$ cat src/hcad_pkg.sv
// Shared constants and types for the Harvard core datapath
package hcad_pkg;

  //////////////////////////////////////////////////////////////////////////
  // Widths
  localparam int PC_W    = 13;     // Covers the largest 8K-word program store
  localparam int INSTR_W = 14;     // Instruction word width
  localparam int DATA_W  = 8;      // Data path and accumulator width
  localparam int FADDR_W = 8;      // Data-space address width
  localparam int JMP_W   = 10;     // Jump target field inside a word
  localparam int CNT_W   = 5;      // Width of the instruction cycle divider

  //////////////////////////////////////////////////////////////////////////
  // Timing: one instruction cycle of 200 ns on a 10 ns system clock
  localparam int CLK_PERIOD_NS  = 10;
  localparam int INSTR_CYCLE_NS = 200;
  localparam int CYC_PER_INSTR  = INSTR_CYCLE_NS / CLK_PERIOD_NS;
  localparam logic [CNT_W-1:0] CYC_LAST = CNT_W'(CYC_PER_INSTR - 1);
  localparam logic [CNT_W-1:0] CYC_PRE  = CNT_W'(CYC_PER_INSTR - 2);
  localparam logic [CNT_W-1:0] CYC_ADDR = CNT_W'(2);

  //////////////////////////////////////////////////////////////////////////
  // Instruction field positions
  localparam int OP_HI    = 13;
  localparam int OP_LO    = 10;
  localparam int DEST_BIT = 9;     // 1: result to data space, 0: to W
  localparam int SRC_BIT  = 8;     // 1: literal (two-op) or W (single-op)

  //////////////////////////////////////////////////////////////////////////
  // Core registers mapped into the data space
  localparam logic [FADDR_W-1:0] ADDR_INDF   = 8'h00;
  localparam logic [FADDR_W-1:0] ADDR_PCL    = 8'h02;
  localparam logic [FADDR_W-1:0] ADDR_STATUS = 8'h03;
  localparam logic [FADDR_W-1:0] ADDR_FSR    = 8'h04;

  // Status register bit positions
  localparam int STATUS_C  = 0;
  localparam int STATUS_DC = 1;
  localparam int STATUS_Z  = 2;

  //////////////////////////////////////////////////////////////////////////
  // Reset values
  localparam logic [PC_W-1:0]    RST_PC     = 13'h0000;
  localparam logic [DATA_W-1:0]  RST_W      = 8'h00;
  localparam logic [DATA_W-1:0]  RST_STATUS = 8'h00;
  localparam logic [DATA_W-1:0]  RST_FSR    = 8'h00;
  localparam logic [INSTR_W-1:0] NOP_WORD   = 14'h3800;

  //////////////////////////////////////////////////////////////////////////
  // Operation codes
  typedef enum logic [3:0] {
    OP_ADD = 4'b0000,
    OP_SUB = 4'b0001,
    OP_AND = 4'b0010,
    OP_IOR = 4'b0011,
    OP_XOR = 4'b0100,
    OP_MOV = 4'b0101,
    OP_COM = 4'b0110,
    OP_INC = 4'b0111,
    OP_DEC = 4'b1000,
    OP_RLF = 4'b1001,
    OP_RRF = 4'b1010,
    OP_CLR = 4'b1011,
    OP_STW = 4'b1100,
    OP_SWP = 4'b1101,
    OP_NOP = 4'b1110,
    OP_JMP = 4'b1111
  } hcad_op_t;

endpackage : hcad_pkg
$ cat src/hcad_alu.sv
// Eight-bit arithmetic and logic unit with carry and nibble carry
`timescale 1ns/100ps
module hcad_alu import hcad_pkg::*; (
  // Clock and reset, used only by the checks
  input  wire logic              sys_clk_i,
  input  wire logic              nrst_i,
  // Operation and operands
  input  hcad_op_t               op_i,
  input  wire logic [DATA_W-1:0] a_i,
  input  wire logic [DATA_W-1:0] b_i,
  input  wire logic              c_i,
  // Result and flags
  output logic      [DATA_W-1:0] y_o,
  output logic                   c_o,
  output logic                   dc_o,
  output logic                   z_o
);

  logic [DATA_W:0] sum9;
  logic [DATA_W:0] dif9;
  logic [4:0]      nsum;
  logic [4:0]      ndif;

  // Wide sums expose carry and borrow out of bit 7 and bit 3
  assign sum9 = {1'b0, a_i} + {1'b0, b_i};
  assign dif9 = {1'b0, b_i} - {1'b0, a_i};
  assign nsum = {1'b0, a_i[3:0]} + {1'b0, b_i[3:0]};
  assign ndif = {1'b0, b_i[3:0]} - {1'b0, a_i[3:0]};

  //////////////////////////////////////////////////////////////////////////
  // Operation select
  always_comb begin
    y_o  = b_i;
    c_o  = c_i;
    dc_o = 1'b0;
    case (op_i)
      OP_ADD: begin
        y_o  = sum9[DATA_W-1:0];
        c_o  = sum9[DATA_W];
        dc_o = nsum[4];
      end
      OP_SUB: begin
        y_o  = dif9[DATA_W-1:0];
        c_o  = ~dif9[DATA_W];
        dc_o = ~ndif[4];
      end
      OP_AND: y_o = a_i & b_i;
      OP_IOR: y_o = a_i | b_i;
      OP_XOR: y_o = a_i ^ b_i;
      OP_COM: y_o = ~b_i;
      OP_INC: y_o = b_i + 8'h01;
      OP_DEC: y_o = b_i - 8'h01;
      OP_RLF: begin
        y_o = {b_i[DATA_W-2:0], c_i};
        c_o = b_i[DATA_W-1];
      end
      OP_RRF: begin
        y_o = {c_i, b_i[DATA_W-1:1]};
        c_o = b_i[0];
      end
      OP_CLR: y_o = 8'h00;
      OP_STW: y_o = a_i;
      OP_SWP: y_o = {b_i[3:0], b_i[7:4]};
      default: y_o = b_i;
    endcase
  end

  assign z_o = (y_o == 8'h00);
endmodule : hcad_alu

$ cat src/hcad_core.sv
// Harvard core datapath: fetch/execute pipeline, W, status and SFRs
//
// What this block does
// - Fetch and data access run on separate ports at the same time.
// - Each 14-bit instruction word is fetched whole in one cycle.
// - Fetch of the next word overlaps execution of the current one.
// - Non-branch instructions finish in one 200 ns instruction cycle.
// - Program counter spans up to 8K words; no external program memory.
// - Core registers, program counter low byte included, sit in data space.
// - Every ALU operation works on any data register by any address mode.
// - The 8-bit ALU adds, subtracts, shifts and does logic operations.
// - Arithmetic treats operands and results as two's complement.
// - Two-operand forms use W with a data register or a literal.
// - Single-operand forms use either W or a data register.
// - W is an 8-bit accumulator with no data-space address.
// - ALU updates carry, nibble carry and zero per instruction.
// - In subtraction carry and nibble carry report inverted borrows.
`timescale 1ns/100ps
module hcad_core import hcad_pkg::*; (
  // Clock and reset
  input  wire logic               sys_clk_i,
  input  wire logic               nrst_i,
  // Program memory fetch port
  output logic      [PC_W-1:0]    pmem_addr_o,
  input  wire logic [INSTR_W-1:0] pmem_data_i,
  // Data register file port
  output logic      [FADDR_W-1:0] dmem_addr_o,
  input  wire logic [DATA_W-1:0]  dmem_rdata_i,
  output logic      [DATA_W-1:0]  dmem_wdata_o,
  output logic                    dmem_we_o,
  // Observation
  output logic      [DATA_W-1:0]  w_o,
  output logic      [DATA_W-1:0]  status_o,
  output logic                    icyc_o
);

  logic [CNT_W-1:0]   cnt;
  logic               ce;
  logic [PC_W-1:0]    pc;
  logic [INSTR_W-1:0] ir;
  logic [DATA_W-1:0]  w;
  logic [DATA_W-1:0]  status;
  logic [DATA_W-1:0]  fsr;
  hcad_op_t           op;
  logic               is_jmp;
  logic               is_nop;
  logic               src_k;
  logic               single;
  logic               dest_f;
  logic [FADDR_W-1:0] faddr;
  logic [FADDR_W-1:0] ea;
  logic [DATA_W-1:0]  file_val;
  logic [DATA_W-1:0]  b_opnd;
  logic [DATA_W-1:0]  alu_y;
  logic               alu_c;
  logic               alu_dc;
  logic               alu_z;
  logic               aff_c;
  logic               aff_dc;
  logic               aff_z;
  logic               wr_core;
  logic               ext_wr;
  logic               branch;
  logic [PC_W-1:0]    br_target;
  logic [DATA_W-1:0]  next_status;

  //////////////////////////////////////////////////////////////////////////
  // Instruction cycle divider: one enable pulse every 200 ns
  always_ff @(posedge sys_clk_i) begin
    if (!nrst_i) begin
      cnt <= '0;
    end else if (ce) begin
      cnt <= '0;
    end else begin
      cnt <= cnt + 5'h01;
    end
  end

  assign ce = (cnt == CYC_LAST);

  //////////////////////////////////////////////////////////////////////////
  // Decode of the word under execution
  assign op     = hcad_op_t'(ir[OP_HI:OP_LO]);
  assign is_jmp = (op == OP_JMP);
  assign is_nop = (op == OP_NOP);
  assign src_k  = ir[SRC_BIT];
  assign faddr  = ir[FADDR_W-1:0];
  assign single = (op inside {OP_MOV, OP_COM, OP_INC, OP_DEC, OP_RLF,
                              OP_RRF, OP_CLR, OP_STW, OP_SWP});
  // A literal has nowhere to go but W, so the file destination needs a
  // register operand
  assign dest_f = ir[DEST_BIT] & ~src_k & ~is_jmp & ~is_nop;

  // Address 0 reads through the pointer register for indirect access
  assign ea = (faddr == ADDR_INDF) ? fsr : faddr;

  // Core registers answer from inside; the rest comes from the file
  always_comb begin
    case (ea)
      ADDR_PCL:    file_val = pc[DATA_W-1:0];
      ADDR_STATUS: file_val = status;
      ADDR_FSR:    file_val = fsr;
      default:     file_val = dmem_rdata_i;
    endcase
  end

  // Second operand: register, literal, or W for single-operand forms
  always_comb begin
    if (!src_k) begin
      b_opnd = file_val;
    end else if (single) begin
      b_opnd = w;
    end else begin
      b_opnd = faddr;
    end
  end

  //////////////////////////////////////////////////////////////////////////
  // Arithmetic unit, W is always the first operand
  hcad_alu u_alu (
    .sys_clk_i (sys_clk_i),
    .nrst_i    (nrst_i),
    .op_i      (op),
    .a_i       (w),
    .b_i       (b_opnd),
    .c_i       (status[STATUS_C]),
    .y_o       (alu_y),
    .c_o       (alu_c),
    .dc_o      (alu_dc),
    .z_o       (alu_z)
  );

  //////////////////////////////////////////////////////////////////////////
  // Flag update and destination decode
  assign aff_c  = (op inside {OP_ADD, OP_SUB, OP_RLF, OP_RRF});
  assign aff_dc = (op inside {OP_ADD, OP_SUB});
  assign aff_z  = (op inside {OP_ADD, OP_SUB, OP_AND, OP_IOR, OP_XOR,
                              OP_MOV, OP_COM, OP_INC, OP_DEC, OP_CLR});
  assign wr_core = (ea inside {ADDR_PCL, ADDR_STATUS, ADDR_FSR});
  assign ext_wr  = dest_f & ~wr_core;

  // Flags win over a plain write of the status register
  always_comb begin
    next_status = (dest_f && ea == ADDR_STATUS) ? alu_y : status;
    if (aff_c) begin
      next_status[STATUS_C] = alu_c;
    end
    if (aff_dc) begin
      next_status[STATUS_DC] = alu_dc;
    end
    if (aff_z) begin
      next_status[STATUS_Z] = alu_z;
    end
  end

  // A jump or a write to the low counter byte redirects the fetch
  assign branch    = is_jmp | (dest_f & (ea == ADDR_PCL));
  assign br_target = is_jmp ? {pc[PC_W-1:JMP_W], ir[JMP_W-1:0]}
                            : {pc[PC_W-1:DATA_W], alu_y};

  //////////////////////////////////////////////////////////////////////////
  // Fetch stage: the counter always points at the word being prefetched
  always_ff @(posedge sys_clk_i) begin
    if (!nrst_i) begin
      pc <= RST_PC;
    end else if (ce) begin
      if (branch) begin
        pc <= br_target;
      end else begin
        pc <= pc + 13'h0001;
      end
    end
  end

  // Prefetched word moves to execute; a branch throws it away
  always_ff @(posedge sys_clk_i) begin
    if (!nrst_i) begin
      ir <= NOP_WORD;
    end else if (ce) begin
      if (branch) begin
        ir <= NOP_WORD;
      end else begin
        ir <= pmem_data_i;
      end
    end
  end

  //////////////////////////////////////////////////////////////////////////
  // Working register, reachable only through the ALU
  always_ff @(posedge sys_clk_i) begin
    if (!nrst_i) begin
      w <= RST_W;
    end else if (ce && !dest_f && !is_jmp && !is_nop) begin
      w <= alu_y;
    end
  end

  // Status register
  always_ff @(posedge sys_clk_i) begin
    if (!nrst_i) begin
      status <= RST_STATUS;
    end else if (ce) begin
      status <= next_status;
    end
  end

  // Indirect pointer
  always_ff @(posedge sys_clk_i) begin
    if (!nrst_i) begin
      fsr <= RST_FSR;
    end else if (ce && dest_f && ea == ADDR_FSR) begin
      fsr <= alu_y;
    end
  end

  //////////////////////////////////////////////////////////////////////////
  // Data port: address follows the executing word while the program port
  // fetches the next, so both memories work in the same cycle
  always_ff @(posedge sys_clk_i) begin
    if (!nrst_i) begin
      dmem_addr_o  <= '0;
      dmem_wdata_o <= '0;
      dmem_we_o    <= 1'b0;
      icyc_o       <= 1'b0;
    end else begin
      dmem_addr_o  <= ea;
      dmem_we_o    <= (cnt == CYC_PRE) && ext_wr;
      icyc_o       <= (cnt == CYC_PRE);
      if (cnt == CYC_PRE) begin
        dmem_wdata_o <= alu_y;
      end
    end
  end

  assign pmem_addr_o = pc;
  assign w_o         = w;
  assign status_o    = status;
endmodule : hcad_core

$ cat config.mk
export PLATFORM = sky130hd
export DESIGN_NAME = hcad_core
export DESIGN_NICKNAME = d
export VERILOG_FILES = /design/src/hcad_pkg.sv /design/src/hcad_alu.sv /design/src/hcad_core.sv
export SDC_FILE = /design/constraint.sdc
export NUM_CORES = 1
export LEC_CHECK = 0
export ABC_CLOCK_PERIOD_IN_PS = 4600
export BUFFER_PORTS_ARGS = -buffer_cell sky130_fd_sc_hd__buf_2
export CAP_MARGIN = 20
export CORE_AREA = 2 2 105 127
export CTS_BUF_LIST = sky130_fd_sc_hd__clkbuf_4 sky130_fd_sc_hd__clkbuf_8
export CTS_CLUSTER_SIZE = 30
export DETAILED_ROUTE_END_ITERATION = 7
export DIE_AREA = 0 0 107 129
export PLACE_DENSITY_LB_ADDON = 0.2
export SLEW_MARGIN = 40
export SYNTH_ARGS = -nofsm -noshare
export SYNTH_HDL_FRONTEND = slang
export SYNTH_SLANG_ARGS = --single-unit
$ cat constraint.sdc
create_clock -name sys_clk_i -period 4.6 [get_ports sys_clk_i]
set_input_delay 0.46 -clock sys_clk_i [delete_from_list [all_inputs] [get_ports sys_clk_i]]
set_output_delay 0.46 -clock sys_clk_i [all_outputs]
set_load 0.02 [all_outputs]
; Yosys cells after proc, flatten, opt, wreduce, memory -nomap -nowiden
; Index checks and enable logic that the tools add are counted.
[word_totals]
register_bits = 74
[classes]
n_reduce_logical = 28
addsub = 8
n_mux = 14
n_eq_ne = 22
bitwise = 18
[op_table]
columns = operator, n
row1 = 8-bit case mux with 13 select lines, 1
row2 = "4-bit equality test, second input constant", 8
row3 = 8-bit 2-to-1 mux, 3
row4 = 8-bit case mux with 3 select lines, 1
row5 = "4-bit by 3-bit equality test with 1-bit output, second input constant", 4
row6 = "8-bit by 2-bit equality test with 1-bit output, second input constant", 2
row7 = 8-bit zero test, 2
row8 = 14-bit 2-to-1 mux, 1
row9 = "13-bit by 1-bit adder with 13-bit output, second input constant", 1
row10 = 13-bit 2-to-1 mux, 1
row11 = "5-bit equality test, second input constant", 2
row12 = 10-bit 2-to-1 mux, 1
row13 = 2-bit AND reduction, 5
row14 = 10-bit nonzero test, 1
row15 = 8-bit by 8-bit adder with 9-bit output, 1
row16 = 9-bit nonzero test, 1
row17 = 8-bit by 8-bit subtractor with 9-bit output, 1
row18 = "8-bit by 1-bit adder with 8-bit output, second input constant", 1
row19 = 8-bit AND, 1
row20 = "4-bit by 2-bit equality test with 1-bit output, second input constant", 2
row21 = "8-bit by 3-bit equality test with 1-bit output, second input constant", 1
row22 = 1-bit NOT, 8
row23 = 8-bit NOT, 1
row24 = 8-bit bitwise OR, 1
row25 = 22 further kinds, 39

; Depth between registers and ports, before layout
[logic_depth]
word_depth = 9
ltp_mapped = 20

; Hierarchy
; A second synthesis with hierarchy kept.
[unflattened]
hier_cells = 762
hier_area_um2 = 5958.2
[by_module_without_submodules]
columns = mod, area_per_inst_um2, n_inst, cells_per_inst
row1 = hcad_core, 3731.1, 1, 431
row2 = hcad_alu, 2227.1, 1, 331

; Worst setup path after synthesis
; No wires, ideal clock.
[synth_timing]
path_kind = register -> register
from = register ir[1]
to = register w[6] (netlist: w_o[6])
n_path_buf = 1
period_less_slack_ns = 4.240
arrival_time_ns = 4.125
t_required_ns = 4.485
stages_incl_launch_ff = 19
path_slack_ns = 0.360
setup_ns = 0.115
path_cell_list = dfxtp_1 > buf_2 > nor3b_2 > a31o_2 > a211oi_1 > nor2_1 > o31ai_2 > inv_1 > ha_1 > fa_1 > a21o_1 > a21oi_1 > o21ai_0 > xnor2_1 > o22ai_1 > a2111oi_0 > a32o_1 > o21ai_0 > and2_1
[synth_between]
elab_chain_len = 7
elab_cells_between_ends = 17
cone_classes = add/sub: 4 / eq/ne: 3 / mux: 5 / bitwise: 4 / reduce/logical: 1
[synth_rtl]
columns = element, line
row1 = from (decl), hcad_core.sv:40  ; logic [INSTR_W-1:0] ir;
row2 = from (signal assigned), hcad_core.sv:183  ; ir <= pmem_data_i;
row3 = 8-bit zero test, hcad_core.sv:95  ; assign ea = (faddr == ADDR_INDF) ? fsr : faddr;
row4 = 8-bit 2-to-1 mux, hcad_core.sv:95
row5 = 8-bit by 3-bit equality test with 1-bit output or 8-bit by 2-bit equality test with 1-bit output (tied branches), hcad_core.sv:99  ; case (ea)
row6 = 8-bit case mux with 3 select lines, hcad_core.sv:99
row7 = 8-bit 2-to-1 mux *, hcad_core.sv:109  ; if (!src_k) begin
row8 = "8-bit by 1-bit subtractor with 8-bit output, or another cell as far along", hcad_alu.sv:52  ; OP_DEC: y_o = b_i - 8'h01;
row9 = 8-bit case mux with 13 select lines *, hcad_alu.sv:36  ; case (op_i)
row10 = to (signal assigned), hcad_core.sv:194  ; w <= alu_y;
row11 = to (decl), hcad_core.sv:41  ; logic [DATA_W-1:0] w;
; Mark *: on every way between the ends. The rest lies on a longest branch, timed or not.
; A chain may end at the register's enable or synchronous reset.

; Final worst setup path
[layout_timing]
from = register ir[5]
to = register status[2] (netlist: status_o[2])
[layout_between]
elab_chain_len = 9
elab_cells_between_ends = 23
cone_classes = add/sub: 4 / eq/ne: 3 / mux: 7 / bitwise: 4 / reduce/logical: 5
[layout_rtl]
columns = element, line
row1 = 8-bit zero test, hcad_core.sv:95
row2 = 8-bit 2-to-1 mux, hcad_core.sv:95
row3 = "8-bit by 3-bit equality test with 1-bit output, or another cell as far along", hcad_core.sv:99
row4 = 8-bit case mux with 3 select lines, hcad_core.sv:99
row5 = 8-bit 2-to-1 mux, hcad_core.sv:109
row6 = "8-bit by 1-bit subtractor with 8-bit output, or another cell as far along", hcad_alu.sv:52
row7 = 8-bit case mux with 13 select lines, hcad_alu.sv:36
row8 = 8-bit zero test or 3-bit 2-to-1 mux (tied branches), "hcad_alu.sv:68, hcad_core.sv:144"
row9 = 1-bit 2-to-1 mux, hcad_core.sv:151  ; if (aff_z) begin
row10 = to (signal assigned), hcad_core.sv:203  ; status <= next_status;
row11 = to (decl), hcad_core.sv:42  ; logic [DATA_W-1:0] status;
; Several ways; a longest one is shown, not always the timed one. The select of a mux whose other input is x is not followed.

==> impl_metrics.tcl <==
set metrics [dict create \
    crit_buf_inv 2 \
    diodes 0 \
    drtPass1Iterations 5 \
    grt_start_max_net_pins 38 \
    end_kind "flop" \
    synth_top_cell_by_area "dfxtp_1" \
    num_vias 6788 \
    min_period_over_period_pct 97.1 \
    yosys_warnings 0 \
    globalplace.congestion 1.07 \
    r2r_setup_slack_ns 0.14 \
    seq_area_frac_synth_pct 25.0 \
    outcome "complete, no violations" \
    seqCellArea_um2 1480 \
    die_area_um2 13800 \
    final-hold-violation-count 0 \
    grt_pass1_wl_um 38100 \
    irDropWorstVdd_v 0.000241 \
    fin_skew_ns 0.00790 \
    critPathKind "reg -> reg" \
    rows 45 \
    port_buffers 70 \
    synth_flop_cell "dfxtp_1" \
    syn_area_um2 5940 \
    clk_pin_slew_ns 0.09 \
    ios 71 \
    layout-drive-gt1-share_pct 27.3 \
    max_slew_margin_pct 39.3 \
    layout.cells.most_common_list "buf_4 (92), nor2_1 (78), nand2_1 (75), dfxtp_1 (72), buf_2 (70)" \
    cts_tree "yes" \
    wire_per_inst_um 23.8 \
    timing.final.ws_setup_ns 0.136 \
    syn2layout_area_growth_pct 24.2 \
    drc 0 \
    pre_cts_ws_ns -0.118 \
    r2r_end "status_o[2]" \
    reg2reg_from "ir[5]" \
    clkSinkCount 74 \
    design_area_um2 7380 \
    start_kind "flop" \
    fp.dieW_um 107 \
    slowest_delay_ns 0.47 \
    coreArea_um2 12600 \
    async_flop_share_pct 0 \
    power_density_nw_per_um2 180 \
    drt-vias-per-instance 6.36 \
    fmax_ghz 0.224 \
    power.total_mw 1.33 \
    fillers 1210 \
    final_nets 961 \
    leakage_nw 3.17 \
    tightest_slew_ns 0.903 \
    dp.cells 1047 \
    syn_inst 764 \
    root_buffer "clkbuf_8" \
    synth_seq_cells 74 \
    max-clock-path-buffers 2 \
    maxSlewViolCount 0 \
    crit_slowest_cell "or3_4" \
    setup_tns_ns 0 \
    drt_iter0_markers 552 \
    finalCriticalPeriod_ns 4.46 \
    avgSynthCellArea_um2 7.77 \
    cts_hold_buf 0 \
    cap_violations 0 \
    synth_top_area_share_pct 25.0 \
    synth.net_count 826 \
    holdPathStages 3 \
    worstPathRequired_ns 4.91 \
    dp.final_hpwl_um 19700 \
    synth_edf_count 0 \
    grtUsageTotal_pct 36.6 \
    htree_levels 3 \
    postRouteWirelength_um 25400 \
    ant_nets 0 \
    critPathLaunch "ir[5]" \
    worstPathArrival_ns 4.78 \
    setup_viol 0 \
    antenna_found_initial 0 \
    final_cells 1068 \
    grt.overflow.total 0 \
    synth.distinct_cells 92 \
    cp_max_fo 6 \
    min_path_type "in -> reg" \
    start_util_pct 47.3 \
    min_to "ir[0]" \
    die-height_um 129 \
    synth_area_leaders "dfxtp_1 (25%), ha_1 (7.4%), nor2_1 (5.1%)" \
    cp_cell_sequence "or3_4 > nor4_4 > a211oi_4 > nor2_1 > o31ai_4 > buf_4 > ha_1 > inv_1 > fa_1 > a32oi_1 > a2bb2oi_1 > o221ai_1 > a211oi_2 > o311ai_2 > a2bb2oi_2 > nor3b_1 > and4_1 > a32o_2" \
    final_common_cell "buf_4" \
    grt_pass1_vias 6588 \
    clock_latency_ns 0.36 \
    multiInputGateArea_um2 4300 \
    cts_buffers 9 \
    dpl-instance-area_um2 6980 \
    reg2reg_depth 18 \
    path_delay_family "compound AO/OA/AOI/OAI gates" \
    min-delay-start "pmem_data_i[0]" \
    cp.depth 18 \
]
[area by class of cell]
type,count,area share [%]
Multi-Input combinational cell,615,58.2
Clock inverter,6,1.00
Inverter,37,1.88
Timing Repair Buffer,162,14.1
Sequential cell,74,20.1
Tap cell,164,2.78
Clock buffer,10,1.87
[Yosys cell counts, types with 4 or more instances]
cell type and n:
xor2_1 8, o2111ai_1 5, a31o_2 6, a211oi_1 13, o21a_1 4, a21oi_1 55, xnor2_1 14, nor3_1 18
nand2b_1 7, a221oi_1 11, nand3_1 26, o211a_1 4, and2_1 18, clkbuf_1 21, a22o_1 11, dfxtp_1 74
o31a_1 5, nor2b_1 11, nor4_1 4, a22oi_1 7, a32oi_1 4, buf_2 10, nor3b_1 5, and3_1 11
mux2_2 5, o21ai_0 45, o31ai_1 10, nor2_1 81, a31oi_1 13, mux2i_1 12, o22ai_1 6, a32o_1 4
nand2_1 75, ha_1 35, inv_1 35
[timing repair]
item                                   4_1_cts  5_1_grt
gates resized for setup                      4       30
setup endpoints to repair                    9       28
endpoints found under the hold margin        0        0
pin swaps                                    0        7
buffers inserted                             0        5
[metal layers]
metal / wire length, µm / GRT usage, %
met5: 0 / 0
met4: 1510 / 22.3
met3: 1650 / 4.10
met2: 12500 / 63.5
met1: 9770 / 43.3
[flip-flops by register name, indices dropped and copies added, names as in the netlist]
name	count
fsr	8
ir	14
cnt	5
pmem_addr_o	13
icyc_o	1
status_o	8
dmem_we_o	1
dmem_wdata_o	8
dmem_addr_o	8
w_o	8
[worst max-delay path by stage]
stage | end | slack [ns]
4_1_cts | status_o[2] | 0.004
6_report | status_o[2] | 0.14
3_3_place_gp | status_o[2] | -0.09
3_5_place_dp | fsr[6] | -0.12
2_1_floorplan | w_o[6] | 0.36
5_1_grt | status_o[2] | -0.05
[logic make-up after synthesis]
| family | Yosys count | synth area share [%] |
|---|---|---|
| compound gates | 259 | 32.0 |
| xor+xnor | 22 | 3.25 |
| fa+ha+maj | 38 | 8.39 |
| buf+inv | 75 | 5.33 |
| flops | 74 | 25.0 |
| mux | 17 | 2.97 |
| simple gates | 279 | 23.1 |
[worst reg2reg max path: stages, from the launching register on]
cell,delay [ns]
dfxtp_1,0.37
or3_4,0.47
nor4_4,0.40
a211oi_4,0.10
nor2_1,0.26
o31ai_4,0.12
buf_4,0.16
ha_1,0.18
inv_1,0.07
fa_1,0.41
a32oi_1,0.22
a2bb2oi_1,0.20
o221ai_1,0.18
a211oi_2,0.29
o311ai_2,0.17
a2bb2oi_2,0.24
nor3b_1,0.22
and4_1,0.21
a32o_2,0.16
[through the flow]
| stage | utilization [%] | hold slack [ns] |
|---|---|---|
| 3_3_place_gp | 55.5 | 0.442 |
| 5_1_grt | 58.7 | 0.310 |
| 3_5_place_dp | 55.6 | 0.460 |
| 6_report | 58.7 | 0.305 |
| 4_1_cts | 57.3 | 0.295 |
| 2_1_floorplan | - | 0.430 |
[where the power goes]
part	total (mW)	internal, mW	switching [mW]
Combinational	0.145	0.0575	0.0876
Clock	0.541	0.272	0.269
Sequential	0.644	0.642	0.00226
Power figures use the tool's default switching activity.
